--- config.mk ---
export PLATFORM = sky130hd
export DESIGN_NAME = mps_poll_seq
export DESIGN_NICKNAME = d
export VERILOG_FILES = /design/src/verilog/mps_pkg.sv /design/src/verilog/mps_uart.sv /design/src/verilog/mps_poll_seq.sv
export SDC_FILE = /design/constraint.sdc
export NUM_CORES = 2
export LEC_CHECK = 0
export BUFFER_PORTS_ARGS = -buffer_cell sky130_fd_sc_hd__buf_4
export CORE_ASPECT_RATIO = 0.8
export CORE_MARGIN = 2
export CORE_UTILIZATION = 47
export DETAILED_ROUTE_END_ITERATION = 16
export GPL_ROUTABILITY_DRIVEN = 0
export GPL_TIMING_DRIVEN = 0
export PLACE_DENSITY_LB_ADDON = 0.2
export REMOVE_ABC_BUFFERS = 1
export SYNTH_ARGS = -nofsm -noshare
export SYNTH_HDL_FRONTEND = slang
export SYNTH_SLANG_ARGS = --single-unit
--- constraint.sdc ---
create_clock -name sys_clk -period 97.8 [get_ports sys_clk]
set_clock_uncertainty 0.15 [all_clocks]
set_input_delay 4.89 -clock sys_clk [delete_from_list [all_inputs] [get_ports sys_clk]]
set_output_delay 4.89 -clock sys_clk [all_outputs]
set_load 0.005 [all_outputs]
--- src/verilog/mps_pkg.sv ---
// shared constants and types of the modbus poll sequencer
package mps_pkg;

  // ----------------------------------------------------------------
  // clock and serial timing
  // ----------------------------------------------------------------
  localparam int CLK_HZ = 40_000_000;
  localparam int BAUD_BPS = 9600;
  localparam int BIT_CYC = CLK_HZ / BAUD_BPS; // rounds down to 4166
  localparam int MS_CYC = CLK_HZ / 1000;
  localparam int TMO_MS_DEF = 1000; // default reply timeout
  localparam int PAUSE_MS_DEF = 100; // default pause between commands
  localparam int CHECKIN_MS_DEF = 60000; // default check-in period

  // ----------------------------------------------------------------
  // program table limits
  // ----------------------------------------------------------------
  localparam int MAX_STEPS = 34;
  localparam logic [7:0] CNT_MAX = 8'h19; // 25 registers
  localparam logic [7:0] CNT_MAX_ENRON = 8'h0C; // 12 registers
  localparam logic [7:0] COIL_MAX = 8'h01;

  // ----------------------------------------------------------------
  // function codes and frame layout
  // ----------------------------------------------------------------
  localparam logic [7:0] FC_RD_COIL = 8'h01;
  localparam logic [7:0] FC_RD_DIN = 8'h02;
  localparam logic [7:0] FC_RD_HOLD = 8'h03;
  localparam logic [7:0] FC_RD_INP = 8'h04;
  localparam logic [7:0] FC_WR_COIL = 8'h05;
  localparam int EXC_BIT = 7; // set in the function byte of an exception reply
  localparam logic [2:0] REQ_LAST = 3'h7; // request is 8 bytes
  localparam logic [7:0] EXC_LEN = 8'h05;
  localparam logic [7:0] COIL_RSP_LEN = 8'h06;
  localparam logic [7:0] WR_RSP_LEN = 8'h08;
  localparam logic [7:0] REG_RSP_OVH = 8'h05;
  localparam logic [15:0] COIL_ON = 16'hFF00;
  localparam logic [15:0] CRC_INIT = 16'hFFFF;
  localparam logic [15:0] CRC_POLY = 16'hA001;

  typedef struct packed {
    logic [7:0] slave;
    logic [7:0] func;
    logic [15:0] addr;
    logic [7:0] count;
  } mps_step_t;

  typedef enum logic [4:0] {
    ST_IDLE = 5'h01,
    ST_LOAD = 5'h02,
    ST_SEND = 5'h04,
    ST_WAIT = 5'h08,
    ST_PAUSE = 5'h10
  } mps_state_t;

endpackage

--- src/verilog/mps_uart.sv ---
// half-duplex 8N1 serial transceiver with rs-485 driver enable
`timescale 1ns/1ps
module mps_uart #(
  parameter int CLKS_PER_BIT = mps_pkg::BIT_CYC
)(
  input wire logic clk, // system clock
  input wire logic rst_n, // synchronised reset, low
  input wire logic ce, // clock enable
  input wire logic tx_valid, // byte offered
  input wire logic [7:0] tx_data, // byte to send
  output logic tx_ready, // transmitter idle
  input wire logic rx_pin, // raw receive pin
  output logic rx_valid, // one-cycle byte strobe
  output logic [7:0] rx_data, // received byte
  output logic tx_pin, // transmit pin
  output logic de // driver enable
);

  localparam int CW = $clog2(CLKS_PER_BIT + 1);

  generate
    if (CLKS_PER_BIT < 4) begin : g_chk
      $error("CLKS_PER_BIT too small");
    end
  endgenerate

  // ----------------------------------------------------------------
  // transmitter
  // ----------------------------------------------------------------
  logic [8:0] tsh_r, tsh_nxt;
  logic [3:0] tbit_r, tbit_nxt;
  logic [CW-1:0] tcnt_r, tcnt_nxt;
  logic tbsy_r, tbsy_nxt, tpin_r, tpin_nxt, de_r, de_nxt;

  // one 8N1 character
  // start bit goes out at once; stop bit ends with the enable drop
  always_comb begin
    tsh_nxt = tsh_r;
    tbit_nxt = tbit_r;
    tcnt_nxt = tcnt_r;
    tbsy_nxt = tbsy_r;
    tpin_nxt = tpin_r;
    de_nxt = de_r;
    if (!tbsy_r) begin
      if (tx_valid) begin
        tsh_nxt = {1'b1, tx_data};
        tbit_nxt = 4'h0;
        tcnt_nxt = '0;
        tbsy_nxt = 1'b1;
        tpin_nxt = 1'b0;
        de_nxt = 1'b1;
      end
    end else if (tcnt_r == CW'(CLKS_PER_BIT - 1)) begin
      tcnt_nxt = '0;
      if (tbit_r == 4'h9) begin
        tbsy_nxt = 1'b0;
        de_nxt = 1'b0;
        tpin_nxt = 1'b1;
      end else begin
        tpin_nxt = tsh_r[0];
        tsh_nxt = {1'b1, tsh_r[8:1]};
        tbit_nxt = tbit_r + 4'h1;
      end
    end else begin
      tcnt_nxt = tcnt_r + CW'(1);
    end
  end

  always_ff @(posedge clk or negedge rst_n) begin
    if (!rst_n) begin
      tsh_r <= '1;
      tbit_r <= 4'h0;
      tcnt_r <= '0;
      tbsy_r <= 1'b0;
      tpin_r <= 1'b1;
      de_r <= 1'b0;
    end else if (ce) begin
      tsh_r <= tsh_nxt;
      tbit_r <= tbit_nxt;
      tcnt_r <= tcnt_nxt;
      tbsy_r <= tbsy_nxt;
      tpin_r <= tpin_nxt;
      de_r <= de_nxt;
    end
  end

  assign tx_ready = !tbsy_r;
  assign tx_pin = tpin_r;
  assign de = de_r;

  // ----------------------------------------------------------------
  // receiver
  // ----------------------------------------------------------------
  logic s1_r, s2_r;
  logic [7:0] rsh_r, rsh_nxt;
  logic [3:0] rbit_r, rbit_nxt;
  logic [CW-1:0] rcnt_r, rcnt_nxt;
  logic rbsy_r, rbsy_nxt, rval_r, rval_nxt;

  // own echo is ignored while driving, the bus is half duplex
  always_comb begin
    rsh_nxt = rsh_r;
    rbit_nxt = rbit_r;
    rcnt_nxt = rcnt_r;
    rbsy_nxt = rbsy_r;
    rval_nxt = 1'b0;
    if (!rbsy_r) begin
      if (!de_r && !s2_r) begin
        rbsy_nxt = 1'b1;
        rbit_nxt = 4'h0;
        rcnt_nxt = CW'(CLKS_PER_BIT / 2);
      end
    end else if (rcnt_r != '0) begin
      rcnt_nxt = rcnt_r - CW'(1);
    end else begin
      rcnt_nxt = CW'(CLKS_PER_BIT - 1);
      rbit_nxt = rbit_r + 4'h1;
      if (rbit_r == 4'h0) begin
        rbsy_nxt = !s2_r; // glitch, not a start bit
      end else if (rbit_r == 4'h9) begin
        rbsy_nxt = 1'b0;
        rval_nxt = s2_r; // framing error drops the byte
      end else begin
        rsh_nxt = {s2_r, rsh_r[7:1]};
      end
    end
  end

  always_ff @(posedge clk or negedge rst_n) begin
    if (!rst_n) begin
      s1_r <= 1'b1;
      s2_r <= 1'b1;
      rsh_r <= 8'h00;
      rbit_r <= 4'h0;
      rcnt_r <= '0;
      rbsy_r <= 1'b0;
      rval_r <= 1'b0;
    end else if (ce) begin
      s1_r <= rx_pin;
      s2_r <= s1_r;
      rsh_r <= rsh_nxt;
      rbit_r <= rbit_nxt;
      rcnt_r <= rcnt_nxt;
      rbsy_r <= rbsy_nxt;
      rval_r <= rval_nxt;
    end
  end

  assign rx_valid = rval_r;
  assign rx_data = rsh_r;

endmodule

--- src/verilog/mps_poll_seq.sv ---
// modbus poll sequencer: runs the stored program steps on each check-in
// ------------------------------------------------------------------
// Functional notes
// - each check-in period the program steps run and reply bytes go upstream.
// - the serial link runs 9600 baud, 8 data bits, no parity, one stop bit.
// - a command with no complete reply within the timeout is abandoned.
// - a configurable pause, 100 ms by default, separates successive commands.
// - up to 34 program steps are stored and run in table order.
// - a step holds slave id, function code, start address and count.
// - function codes 0x01 to 0x05 are accepted, others are skipped.
// - coil and discrete-input reads are limited to one coil.
// - the count is limited to 25 registers, or 12 in the Enron variant.
// - the addressing offset, zero or one, is subtracted from the address.
// ------------------------------------------------------------------
`timescale 1ns/1ps
module mps_poll_seq #(
  parameter int CLKS_PER_BIT = mps_pkg::BIT_CYC,
  parameter int CLKS_PER_MS = mps_pkg::MS_CYC
)(
  input wire logic sys_clk, // 40 MHz clock
  input wire logic nrst, // async reset, low
  input wire logic ce, // clock enable
  input wire logic cfg_one_based, // subtract one from addresses
  input wire logic cfg_enron, // enron register limit
  input wire logic [15:0] cfg_timeout_ms, // reply timeout
  input wire logic [15:0] cfg_pause_ms, // pause between commands
  input wire logic [31:0] cfg_checkin_ms, // check-in period
  input wire logic [5:0] cfg_num_steps, // used table entries
  input wire logic step_we, // table write strobe
  input wire logic [5:0] step_widx, // table index
  input wire logic [7:0] step_wslave, // slave id
  input wire logic [7:0] step_wfunc, // function code
  input wire logic [15:0] step_waddr, // entered address
  input wire logic [7:0] step_wcount, // register count
  input wire logic rs485_rx, // receive pin
  output logic rs485_tx, // transmit pin
  output logic rs485_de, // driver enable
  output logic rsp_valid, // reply byte strobe
  output logic [7:0] rsp_data, // reply byte
  output logic [5:0] rsp_step, // step of that byte
  output logic rsp_first, // first byte of a reply
  output logic step_done, // reply complete
  output logic step_timeout, // reply timed out
  output logic step_skip, // illegal step skipped
  output logic cycle_done, // program finished
  output logic busy // program running
);

  generate
    if (CLKS_PER_MS < 1) begin : g_chk
      $error("CLKS_PER_MS must be positive");
    end
  endgenerate

  // ----------------------------------------------------------------
  // decoding helpers
  // ----------------------------------------------------------------
  function automatic logic fc_ok(input logic [7:0] f);
    return f >= mps_pkg::FC_RD_COIL && f <= mps_pkg::FC_WR_COIL;
  endfunction

  function automatic logic [7:0] cnt_limit(input logic [7:0] f, input logic enron);
    if (f == mps_pkg::FC_RD_HOLD || f == mps_pkg::FC_RD_INP) begin
      return enron ? mps_pkg::CNT_MAX_ENRON : mps_pkg::CNT_MAX;
    end
    return mps_pkg::COIL_MAX;
  endfunction

  function automatic logic [15:0] crc_upd(input logic [15:0] c, input logic [7:0] b);
    logic [15:0] r;
    r = c ^ {8'h00, b};
    for (int k = 0; k < 8; k++) begin
      r = r[0] ? ((r >> 1) ^ mps_pkg::CRC_POLY) : (r >> 1);
    end
    return r;
  endfunction

  // ----------------------------------------------------------------
  // reset release and program table
  // ----------------------------------------------------------------
  logic [1:0] rst_sync_r;
  logic rst_n;
  always_ff @(posedge sys_clk or negedge nrst) begin
    if (!nrst) begin
      rst_sync_r <= 2'h0;
    end else begin
      rst_sync_r <= {rst_sync_r[0], 1'b1};
    end
  end
  assign rst_n = rst_sync_r[1];

  mps_pkg::mps_step_t mem_r [mps_pkg::MAX_STEPS];
  always_ff @(posedge sys_clk or negedge rst_n) begin
    if (!rst_n) begin
      for (int i = 0; i < mps_pkg::MAX_STEPS; i++) begin
        mem_r[i] <= '0; // function 0 reads as an empty step
      end
    end else if (ce && step_we && step_widx < 6'(mps_pkg::MAX_STEPS)) begin
      mem_r[step_widx] <= '{step_wslave, step_wfunc, step_waddr, step_wcount};
    end
  end

  // ----------------------------------------------------------------
  // check-in period timer
  // ----------------------------------------------------------------
  logic [31:0] ms_cnt_r, ms_cnt_nxt, per_ms_r, per_ms_nxt;
  logic pend_r, pend_nxt, ms_tick, per_hit, take;

  // period tick; a tick during a run is held, not lost
  always_comb begin
    ms_tick = ms_cnt_r == 32'(CLKS_PER_MS - 1);
    ms_cnt_nxt = ms_tick ? 32'h0 : ms_cnt_r + 32'h1;
    per_hit = ms_tick && (per_ms_r + 32'h1 >= cfg_checkin_ms);
    per_ms_nxt = per_hit ? 32'h0 : (ms_tick ? per_ms_r + 32'h1 : per_ms_r);
    pend_nxt = per_hit || (pend_r && !take);
  end

  always_ff @(posedge sys_clk or negedge rst_n) begin
    if (!rst_n) begin
      ms_cnt_r <= 32'h0;
      per_ms_r <= 32'h0;
      pend_r <= 1'b0;
    end else if (ce) begin
      ms_cnt_r <= ms_cnt_nxt;
      per_ms_r <= per_ms_nxt;
      pend_r <= pend_nxt;
    end
  end

  // ----------------------------------------------------------------
  // step sequencer
  // ----------------------------------------------------------------
  mps_pkg::mps_state_t state_r, state_nxt;
  mps_pkg::mps_step_t ld;
  logic [5:0] step_r, step_nxt, num_eff;
  logic [2:0] txi_r, txi_nxt;
  logic [15:0] crc_r, crc_nxt, val;
  logic [31:0] gap_r, gap_nxt, gap_lim;
  logic [7:0] rxc_r, rxc_nxt, exp_r, exp_nxt, exp_eff, lim, tx_byte;
  logic [7:0] slv_r, slv_nxt, fc_r, fc_nxt, cnt_r, cnt_nxt;
  logic [15:0] adr_r, adr_nxt;
  logic rv_nxt, rf_nxt, dn_nxt, to_nxt, sk_nxt, cd_nxt, adv, adv_pause, gap_done;
  logic [7:0] rd_nxt;
  logic tx_ready, rx_valid;
  logic [7:0] rx_data;

  mps_uart #(.CLKS_PER_BIT(CLKS_PER_BIT)) u_uart (
    .clk(sys_clk),
    .rst_n(rst_n),
    .ce(ce),
    .tx_valid(state_r == mps_pkg::ST_SEND),
    .tx_data(tx_byte),
    .tx_ready(tx_ready),
    .rx_pin(rs485_rx),
    .rx_valid(rx_valid),
    .rx_data(rx_data),
    .tx_pin(rs485_tx),
    .de(rs485_de)
  );

  assign ld = mem_r[step_r];
  assign num_eff = cfg_num_steps > 6'(mps_pkg::MAX_STEPS) ? 6'(mps_pkg::MAX_STEPS) : cfg_num_steps;
  // one timer serves both, measured in cycles of the ms figure
  assign gap_lim = 32'(state_r == mps_pkg::ST_PAUSE ? cfg_pause_ms : cfg_timeout_ms) * 32'(CLKS_PER_MS);
  assign gap_done = gap_r + 32'h1 >= gap_lim;
  assign lim = cnt_limit(ld.func, cfg_enron);
  assign take = state_r == mps_pkg::ST_IDLE;
  // a write carries the coil state in the count field
  assign val = fc_r == mps_pkg::FC_WR_COIL ? (cnt_r != 8'h00 ? mps_pkg::COIL_ON : 16'h0000) : {8'h00, cnt_r};
  assign exp_eff = (rxc_r == 8'h01 && rx_data[mps_pkg::EXC_BIT]) ? mps_pkg::EXC_LEN : exp_r;

  // request byte order: id, function, address, count or value, crc low first
  always_comb begin
    unique case (txi_r)
      3'h0: tx_byte = slv_r;
      3'h1: tx_byte = fc_r;
      3'h2: tx_byte = adr_r[15:8];
      3'h3: tx_byte = adr_r[7:0];
      3'h4: tx_byte = val[15:8];
      3'h5: tx_byte = val[7:0];
      3'h6: tx_byte = crc_r[7:0];
      3'h7: tx_byte = crc_r[15:8];
    endcase
  end

  always_comb begin
    state_nxt = state_r;
    step_nxt = step_r;
    txi_nxt = txi_r;
    crc_nxt = crc_r;
    rxc_nxt = rxc_r;
    exp_nxt = exp_r;
    slv_nxt = slv_r;
    fc_nxt = fc_r;
    adr_nxt = adr_r;
    cnt_nxt = cnt_r;
    rv_nxt = 1'b0;
    rd_nxt = rsp_data;
    rf_nxt = 1'b0;
    dn_nxt = 1'b0;
    to_nxt = 1'b0;
    sk_nxt = 1'b0;
    cd_nxt = 1'b0;
    adv = 1'b0;
    adv_pause = 1'b1;
    unique case (state_r)
      mps_pkg::ST_IDLE: begin
        if (pend_r) begin
          step_nxt = 6'h00;
          if (num_eff == 6'h00) begin
            cd_nxt = 1'b1;
          end else begin
            state_nxt = mps_pkg::ST_LOAD;
          end
        end
      end
      mps_pkg::ST_LOAD: begin
        // unknown function codes are skipped without bus traffic
        if (!fc_ok(ld.func)) begin
          sk_nxt = 1'b1;
          adv = 1'b1;
          adv_pause = 1'b0;
        end else begin
          slv_nxt = ld.slave;
          fc_nxt = ld.func;
          adr_nxt = ld.addr - {15'h0000, cfg_one_based};
          cnt_nxt = (ld.count > lim && ld.func != mps_pkg::FC_WR_COIL) ? lim : ld.count;
          crc_nxt = mps_pkg::CRC_INIT;
          txi_nxt = 3'h0;
          state_nxt = mps_pkg::ST_SEND;
        end
      end
      mps_pkg::ST_SEND: begin
        if (tx_ready) begin
          crc_nxt = txi_r < 3'h6 ? crc_upd(crc_r, tx_byte) : crc_r;
          txi_nxt = txi_r + 3'h1;
          if (txi_r == mps_pkg::REQ_LAST) begin
            rxc_nxt = 8'h00;
            if (fc_r == mps_pkg::FC_WR_COIL) begin
              exp_nxt = mps_pkg::WR_RSP_LEN;
            end else if (fc_r <= mps_pkg::FC_RD_DIN) begin
              exp_nxt = mps_pkg::COIL_RSP_LEN;
            end else begin
              exp_nxt = mps_pkg::REG_RSP_OVH + {cnt_r[6:0], 1'b0};
            end
            state_nxt = mps_pkg::ST_WAIT;
          end
        end
      end
      mps_pkg::ST_WAIT: begin
        // reply bytes are forwarded as they arrive
        if (rx_valid) begin
          rv_nxt = 1'b1;
          rd_nxt = rx_data;
          rf_nxt = rxc_r == 8'h00;
          rxc_nxt = rxc_r + 8'h01;
          exp_nxt = exp_eff;
          if (rxc_r + 8'h01 >= exp_eff) begin
            dn_nxt = 1'b1;
            adv = 1'b1;
          end
        // timeout counts once the request has left the wire
        end else if (gap_done && tx_ready) begin
          to_nxt = 1'b1;
          adv = 1'b1;
        end
      end
      mps_pkg::ST_PAUSE: begin
        if (gap_done) begin
          state_nxt = mps_pkg::ST_LOAD;
        end
      end
    endcase
    // table order, then idle after the last step
    if (adv) begin
      if (7'(step_r) + 7'h01 >= 7'(num_eff)) begin
        state_nxt = mps_pkg::ST_IDLE;
        step_nxt = 6'h00;
        cd_nxt = 1'b1;
      end else begin
        step_nxt = step_r + 6'h01;
        state_nxt = adv_pause ? mps_pkg::ST_PAUSE : mps_pkg::ST_LOAD;
      end
    end
    gap_nxt = (state_nxt != state_r || (state_r == mps_pkg::ST_WAIT && !tx_ready)) ? 32'h0 : gap_r + 32'h1;
  end

  always_ff @(posedge sys_clk or negedge rst_n) begin
    if (!rst_n) begin
      state_r <= mps_pkg::ST_IDLE;
      step_r <= 6'h00;
      txi_r <= 3'h0;
      crc_r <= mps_pkg::CRC_INIT;
      gap_r <= 32'h0;
      rxc_r <= 8'h00;
      exp_r <= 8'h00;
      slv_r <= 8'h00;
      fc_r <= 8'h00;
      adr_r <= 16'h0000;
      cnt_r <= 8'h00;
      rsp_valid <= 1'b0;
      rsp_data <= 8'h00;
      rsp_step <= 6'h00;
      rsp_first <= 1'b0;
      step_done <= 1'b0;
      step_timeout <= 1'b0;
      step_skip <= 1'b0;
      cycle_done <= 1'b0;
      busy <= 1'b0;
    end else if (ce) begin
      state_r <= state_nxt;
      step_r <= step_nxt;
      txi_r <= txi_nxt;
      crc_r <= crc_nxt;
      gap_r <= gap_nxt;
      rxc_r <= rxc_nxt;
      exp_r <= exp_nxt;
      slv_r <= slv_nxt;
      fc_r <= fc_nxt;
      adr_r <= adr_nxt;
      cnt_r <= cnt_nxt;
      rsp_valid <= rv_nxt;
      rsp_data <= rd_nxt;
      rsp_step <= step_r;
      rsp_first <= rf_nxt;
      step_done <= dn_nxt;
      step_timeout <= to_nxt;
      step_skip <= sk_nxt;
      cycle_done <= cd_nxt;
      busy <= state_nxt != mps_pkg::ST_IDLE;
    end
  end
endmodule

Word level (Yosys, flattened, before mapping)
Cells that the tools add are included.
{"block": "word_totals", "reg_bits": 1624, "input_bits": 123, "output_inout_bits": 23, "wordCells": 411}
{"block": "classes", "addsub": 13, "mul": 1, "magnitude_cmp": 14, "n_eq_ne": 32, "muxes": 119, "bitwise_logic": 14, "reduce_logical": 45}
{"cell": "1360-bit bitwise mux", "count": 1}
{"cell": "40-bit binary-select mux with 6-bit select", "count": 1}
{"cell": "40-bit demux with 6-bit select", "count": 1}
{"cell": "16-bit 2-to-1 mux", "count": 14}
{"cell": "32-bit 2-to-1 mux", "count": 4}
{"cell": "40-bit 2-to-1 mux", "count": 3}
{"cell": "32-bit by 1-bit adder with 32-bit output (second input constant)", "count": 3}
{"cell": "8-bit 2-to-1 mux", "count": 12}
{"cell": "13-bit 2-to-1 mux", "count": 6}
{"cell": "32-bit >= comparator", "count": 2}
{"cell": "8-bit case mux with 8 select lines", "count": 1}
{"cell": "5-bit 2-to-1 mux", "count": 10}
{"cell": "1-bit 2-to-1 mux", "count": 42}
{"cell": "9-bit 2-to-1 mux", "count": 4}
{"cell": "32-bit by 16-bit equality test with 1-bit output (second input constant)", "count": 1}
{"cell": "16-bit case mux with 2 select lines", "count": 1}
{"cell": "8-bit case mux with 2 select lines", "count": 2}
{"cell": "6-bit 2-to-1 mux", "count": 5}
{"cell": "4-bit 2-to-1 mux", "count": 7}
{"cell": "16-bit by 10-bit multiplier with 26-bit output (second input constant)", "count": 1}
{"cell": "2-bit inverter with 3-bit output", "count": 8}
{"cell": "5-bit case mux with 4 select lines", "count": 1}
{"cell": "8-bit by 3-bit equality test with 1-bit output (second input constant)", "count": 2}
{"cell": "2-bit != test (second input constant)", "count": 8}
{"cell": "other kinds (56)", "count": 98}

Logic depth before layout (Yosys ltp)
{"block": "depth", "word_depth": 24, "mapped_depth": 35, "mapped_depth_nobuf": 32}

Modules after synthesis
From an unflattened synthesis, not the netlist that was laid out.
{"block": "unflattened", "hier_cells": 5787, "hier_area_um2": 79862.8}
{"mod": "mps_poll_seq", "n_inst": 1, "cells_each": 5496, "area_each_um2": 76896.2, "seq_area_each_um2": 39208.9}
{"mod": "mps_uart", "n_inst": 1, "cells_each": 291, "area_each_um2": 2966.6, "seq_area_each_um2": 1440.1}

Worst setup path after synthesis
No wires, ideal clock.
{"block": "synth_path", "path_type": "input to register", "startpoint": "in cfg_timeout_ms[4]", "endpoint": "reg gap_r[0]", "setup_time_ns": 0.079, "t_arrival_ns": 11.316, "t_required_ns": 97.571, "path_slack_ns": 86.255, "path_stages": 31, "path_buffers": 1, "path_cell_list": "mux2_2 > xnor2_1 > xnor2_1 > ha_1 > inv_1 > fa_1 > inv_1 > ha_1 > inv_1 > fa_1 > inv_1 > ha_1 > o21a_1 > o21ai_0 > a21oi_1 > o2111ai_1 > nand3_1 > o41ai_1 > o211ai_1 > and2_1 > xnor2_1 > ha_1 > a21o_1 > a21o_1 > a21oi_1 > nor2_1 > a311o_1 > a2111oi_2 > clkbuf_1 > nand2_1 > mux2i_1"}
{"block": "synth_via", "elab_chain_len": 11, "word_cells_on_any_way": 13, "cone_classes": "mul (1); order compare (1); eq/ne (1); mux (8); reduce/logical (2)"}
{"item": "start, declared", "line_no": "mps_poll_seq.sv:25", "text": "input wire logic [15:0] cfg_timeout_ms,"}
{"item": "16-bit 2-to-1 mux (*)", "line_no": "mps_poll_seq.sv:164", "text": "assign gap_lim = 32'(state_r == mps_pkg::ST_PAUSE ? cfg_pause_ms : cfg_timeout_ms) * 32'(CLKS_PER_MS);"}
{"item": "16-bit by 10-bit multiplier with 26-bit output (*)", "line_no": "mps_poll_seq.sv:164"}
{"item": "32-bit >= comparator (*)", "line_no": "mps_poll_seq.sv:165", "text": "assign gap_done = gap_r + 32'h1 >= gap_lim;"}
{"item": "1-bit logical AND", "line_no": "mps_poll_seq.sv:263", "text": "end else if (gap_done && tx_ready) begin"}
{"item": "1-bit 2-to-1 mux", "line_no": "mps_poll_seq.sv:263"}
{"item": "1-bit 2-to-1 mux", "line_no": "mps_poll_seq.sv:252", "text": "if (rx_valid) begin"}
{"item": "1-bit case mux with 2 select lines", "line_no": "mps_poll_seq.sv:206", "text": "unique case (state_r)"}
{"item": "5-bit 2-to-1 mux (*)", "line_no": "mps_poll_seq.sv:275", "text": "if (adv) begin"}
{"item": "5-bit != test (*)", "line_no": "mps_poll_seq.sv:285", "text": "gap_nxt = (state_nxt != state_r || (state_r == mps_pkg::ST_WAIT && !tx_ready)) ? 32'h0 : gap_r + 32'h1;"}
{"item": "1-bit logical OR (*)", "line_no": "mps_poll_seq.sv:285"}
{"item": "32-bit 2-to-1 mux (*)", "line_no": "mps_poll_seq.sv:285"}
{"item": "end signal, assigned", "line_no": "mps_poll_seq.sv:315", "text": "gap_r <= gap_nxt;"}
{"item": "end, declared", "line_no": "mps_poll_seq.sv:138", "text": "logic [31:0] gap_r, gap_nxt, gap_lim;"}
Mark *: on every way between the ends. The rest lies on a longest branch, timed or not.
A chain may end at the register's enable or synchronous reset.

Worst setup path in the final report
{"block": "layout_path", "startpoint": "in cfg_timeout_ms[3]", "endpoint": "reg gap_r[6]"}
Same word-level chain as after synthesis.

==> impl_metrics.toml <==
[routing]
drc = 0
ant_nets = 0
wl_per_cell_um = 24.44
first_iter_violations = 3358
num_vias = 48010
firstDrtPassIters = 5
routed_wl_um = 201100
avgViaCountPerCell = 5.835

[global_route]
gr-usage-all-layers = 0.2355
grt_start_max_net_pins = 74
grt_pass1_vias = 49510
antenna_found_initial = 7
overflow = 0
grt_pass1_wl_um = 313300

[synth]
synth-edff-count = 0
synth.avg_cell_area_sq_um = 13.67
ys_types = 102
synthTopCellsByArea = "dfrtp_1 (50%), mux2_2 (20%), mux4_2 (9.9%)"
yosysTopAreaCellShare = 0.4997
yosys.area.top_type = "dfrtp_1"
ys_seq_area_frac = 0.5089
synthCells = 5842
synth_async_sr_flop_share = 1.000
ys_seq_elements = 1623
ys.flop_type = "dfrtp_1"
synthesis.area_sq_um = 79870
ys_warn_count = 0

[floorplan]
dieArea_sq_um = 173300
io_pins = 146
die_y_um = 372.7
start_util = 0.4724
die_x_um = 464.9
coreArea_sq_um = 169100
rows = 135

[setup_path]
crit_top_cell = "inv_1"
max_stage_delay_ns = 0.56
cp.arrival_ns = 12.39
slowest_stage = "a2111oi_4"
crit_family = "compound AO/OA/AOI/OAI gates"
crit_required_ns = 98.36
critPathKind = "in -> reg"
start_kind = "primary input"
cp-end-kind = "flip-flop"
critPathMaxFanout = 16
cp.buffers_inverters = 8

[sta]
finalCritPeriodShare = 0.1209
setup_viol = 0
tightest_slew_ns = 1.464
timing.slew.headroom = 0.01364
clock.fmax_mhz = 84.56
slew_violations = 0
grt_setup_unrepaired = "false"
fin_setup_tns_ns = 0
final_hold_viol_count = 0
period_needed_ns = 11.83

[finish]
areaGrowthSynthToFinish_pct = 13.04
post-route-util = 0.5340
diodes = 0
drive_gt1_frac = 0.4042
final_cells = 8228
n_fill_cell = 13970
finalNetCount = 6156

[clocking]
clockBufferDepth = 3
cts_resized = 0
cts.htree.levels = 4
cts_tree = "done"
cts_buffers = 167
post_cts_buffers = 0
cts-root-buf = "clkbuf_16"
cts_num_sinks = 1623
clk_latency_ns = 0.81
postCtsHoldBufs = 0
clk_pin_slew_ns = 0.06

[power]
powerDensity_nw_per_um2 = 22.58
leakage_uw = 0.04289
ir_worst_vdd_mv = 0.02462
power_uw = 2039

[outcome]
outcome = "finished, violations left"
failed_checks = "max-capacitance violations"

[place]
numPortBuffers = 145
placedCellCount = 7924
dp_hpwl_um = 128600

[flow_run]
max-cap-violations = 1

[worst_hold_path]
min-delay-path-class = "reg -> async"
-- sequential cells by signal, summed over array words and instances (netlist names), 13 cells and up --
register,flops
mem_r,1360
gap_r,32
ms_cnt_r,32
per_ms_r,32
adr_r,16
crc_r,16
u_uart.rcnt_r,13
u_uart.tcnt_r,13
-- Yosys cell counts (94+ instances only) --
library cell  count
clkbuf_1        305
nand2_1         321
xnor2_1         104
inv_1           166
a21oi_1         108
ha_1            172
dfrtp_1        1595
o21ai_0         113
nand3_1          94
mux2_2         1407
nor2_1          196
mux4_2          351
-- per-layer routing --
metal	track usage	part of all wire
met1	0.3464	0.47
met2	0.3673	0.46
met3	0.03667	0.044
met4	0.05617	0.023
met5	0	0.00031
-- through the flow --
step                setup slack [ns]  instance area (sq um)  hold slack (ns)
global placement               30.63                  81760           0.1856
detailed placement             85.30                  84670          0.04802
global route                   85.50                  90290          0.05615
CTS                            86.12                  90280          0.03567
finish                         85.97                  90290          0.02756
floorplan                      49.11                  77840           0.1812
-- cell families after synthesis --
logic type,synth area share
AOI/OAI and AO/OA,0.03694
xor gates and xnor gates,0.01905
adders and majority gates,0.03459
buffers and inverters,0.03335
DFF,0.5089
muxes,0.3113
other,0.00004695
and+or+nand+nor,0.05583
-- where the power goes --
| group | total, uW | internal [uW] | switching [uW] |
|---|---|---|---|
| registers | 790 | 739 | 50.3 |
| clock network | 651 | 371 | 280 |
| logic | 598 | 285 | 313 |
-- layout make-up --
| class | count | area (sq um) | area share |
|---|---|---|---|
| Clock inverter | 55 | 714.4 | 0.007913 |
| Timing Repair Buffer | 263 | 3664 | 0.04058 |
| Sequential cell | 1623 | 40670 | 0.4504 |
| Inverter | 168 | 638.1 | 0.007068 |
| Tap cell | 2260 | 2828 | 0.03132 |
| Multi-Input combinational cell | 3610 | 36880 | 0.4085 |
| Clock buffer | 249 | 4897 | 0.05424 |
-- worst paths after layout --
check,start,end,slack [ns],depth (start not counted)
min reg2reg,rst_sync_r[1],u_uart.rbsy_r,0.03,0
min in group sys_clk,rst_sync_r[0],rst_sync_r[1],0.21,0
max in group asynchronous,nrst,rst_sync_r[1],93.66,1
min,rst_sync_r[1],u_uart.rbsy_r,0.03,0
max reg2reg,state_r[1],gap_r[6],88.51,34
max,cfg_timeout_ms[3],gap_r[6],85.97,33
-- layout by cell type, fill, tap and decap left out, types with 15 or more instances in the layout --
cell type  netlist  routed
xnor2_1        104     104
nand3_1         94      90
a21o_1          38      38
fa_1            28      28
a32o_1          20      20
dfstp_2         28      28
or2_2           15      15
mux2i_1         77      77
or3_1           23      23
nor2_1         196     180
o21ai_0        113     113
nor2b_1         20      20
o211ai_1        17      17
mux2_2        1407    1407
a211oi_1        25      25
nor3_1          87      85
xor2_1          62      62
ha_1           172     172
and2_1          22      21
buf_4           29     161
mux4_2         351     351
nor4_1          18      15
clkbuf_16        0     167
buf_16           0      64
nand4_1         31      31
buf_12           7      31
inv_1          166     164
and3_1          35      35
clkbuf_1       305      41
clkinv_2         0      26
nor2_4           1      15
a21oi_1        108     107
clkbuf_8         0      41
dfrtp_1       1595    1589
nand2b_1        22      20
nand2_1        321     309
No activity file was read; power rests on OpenSTA's default activity.
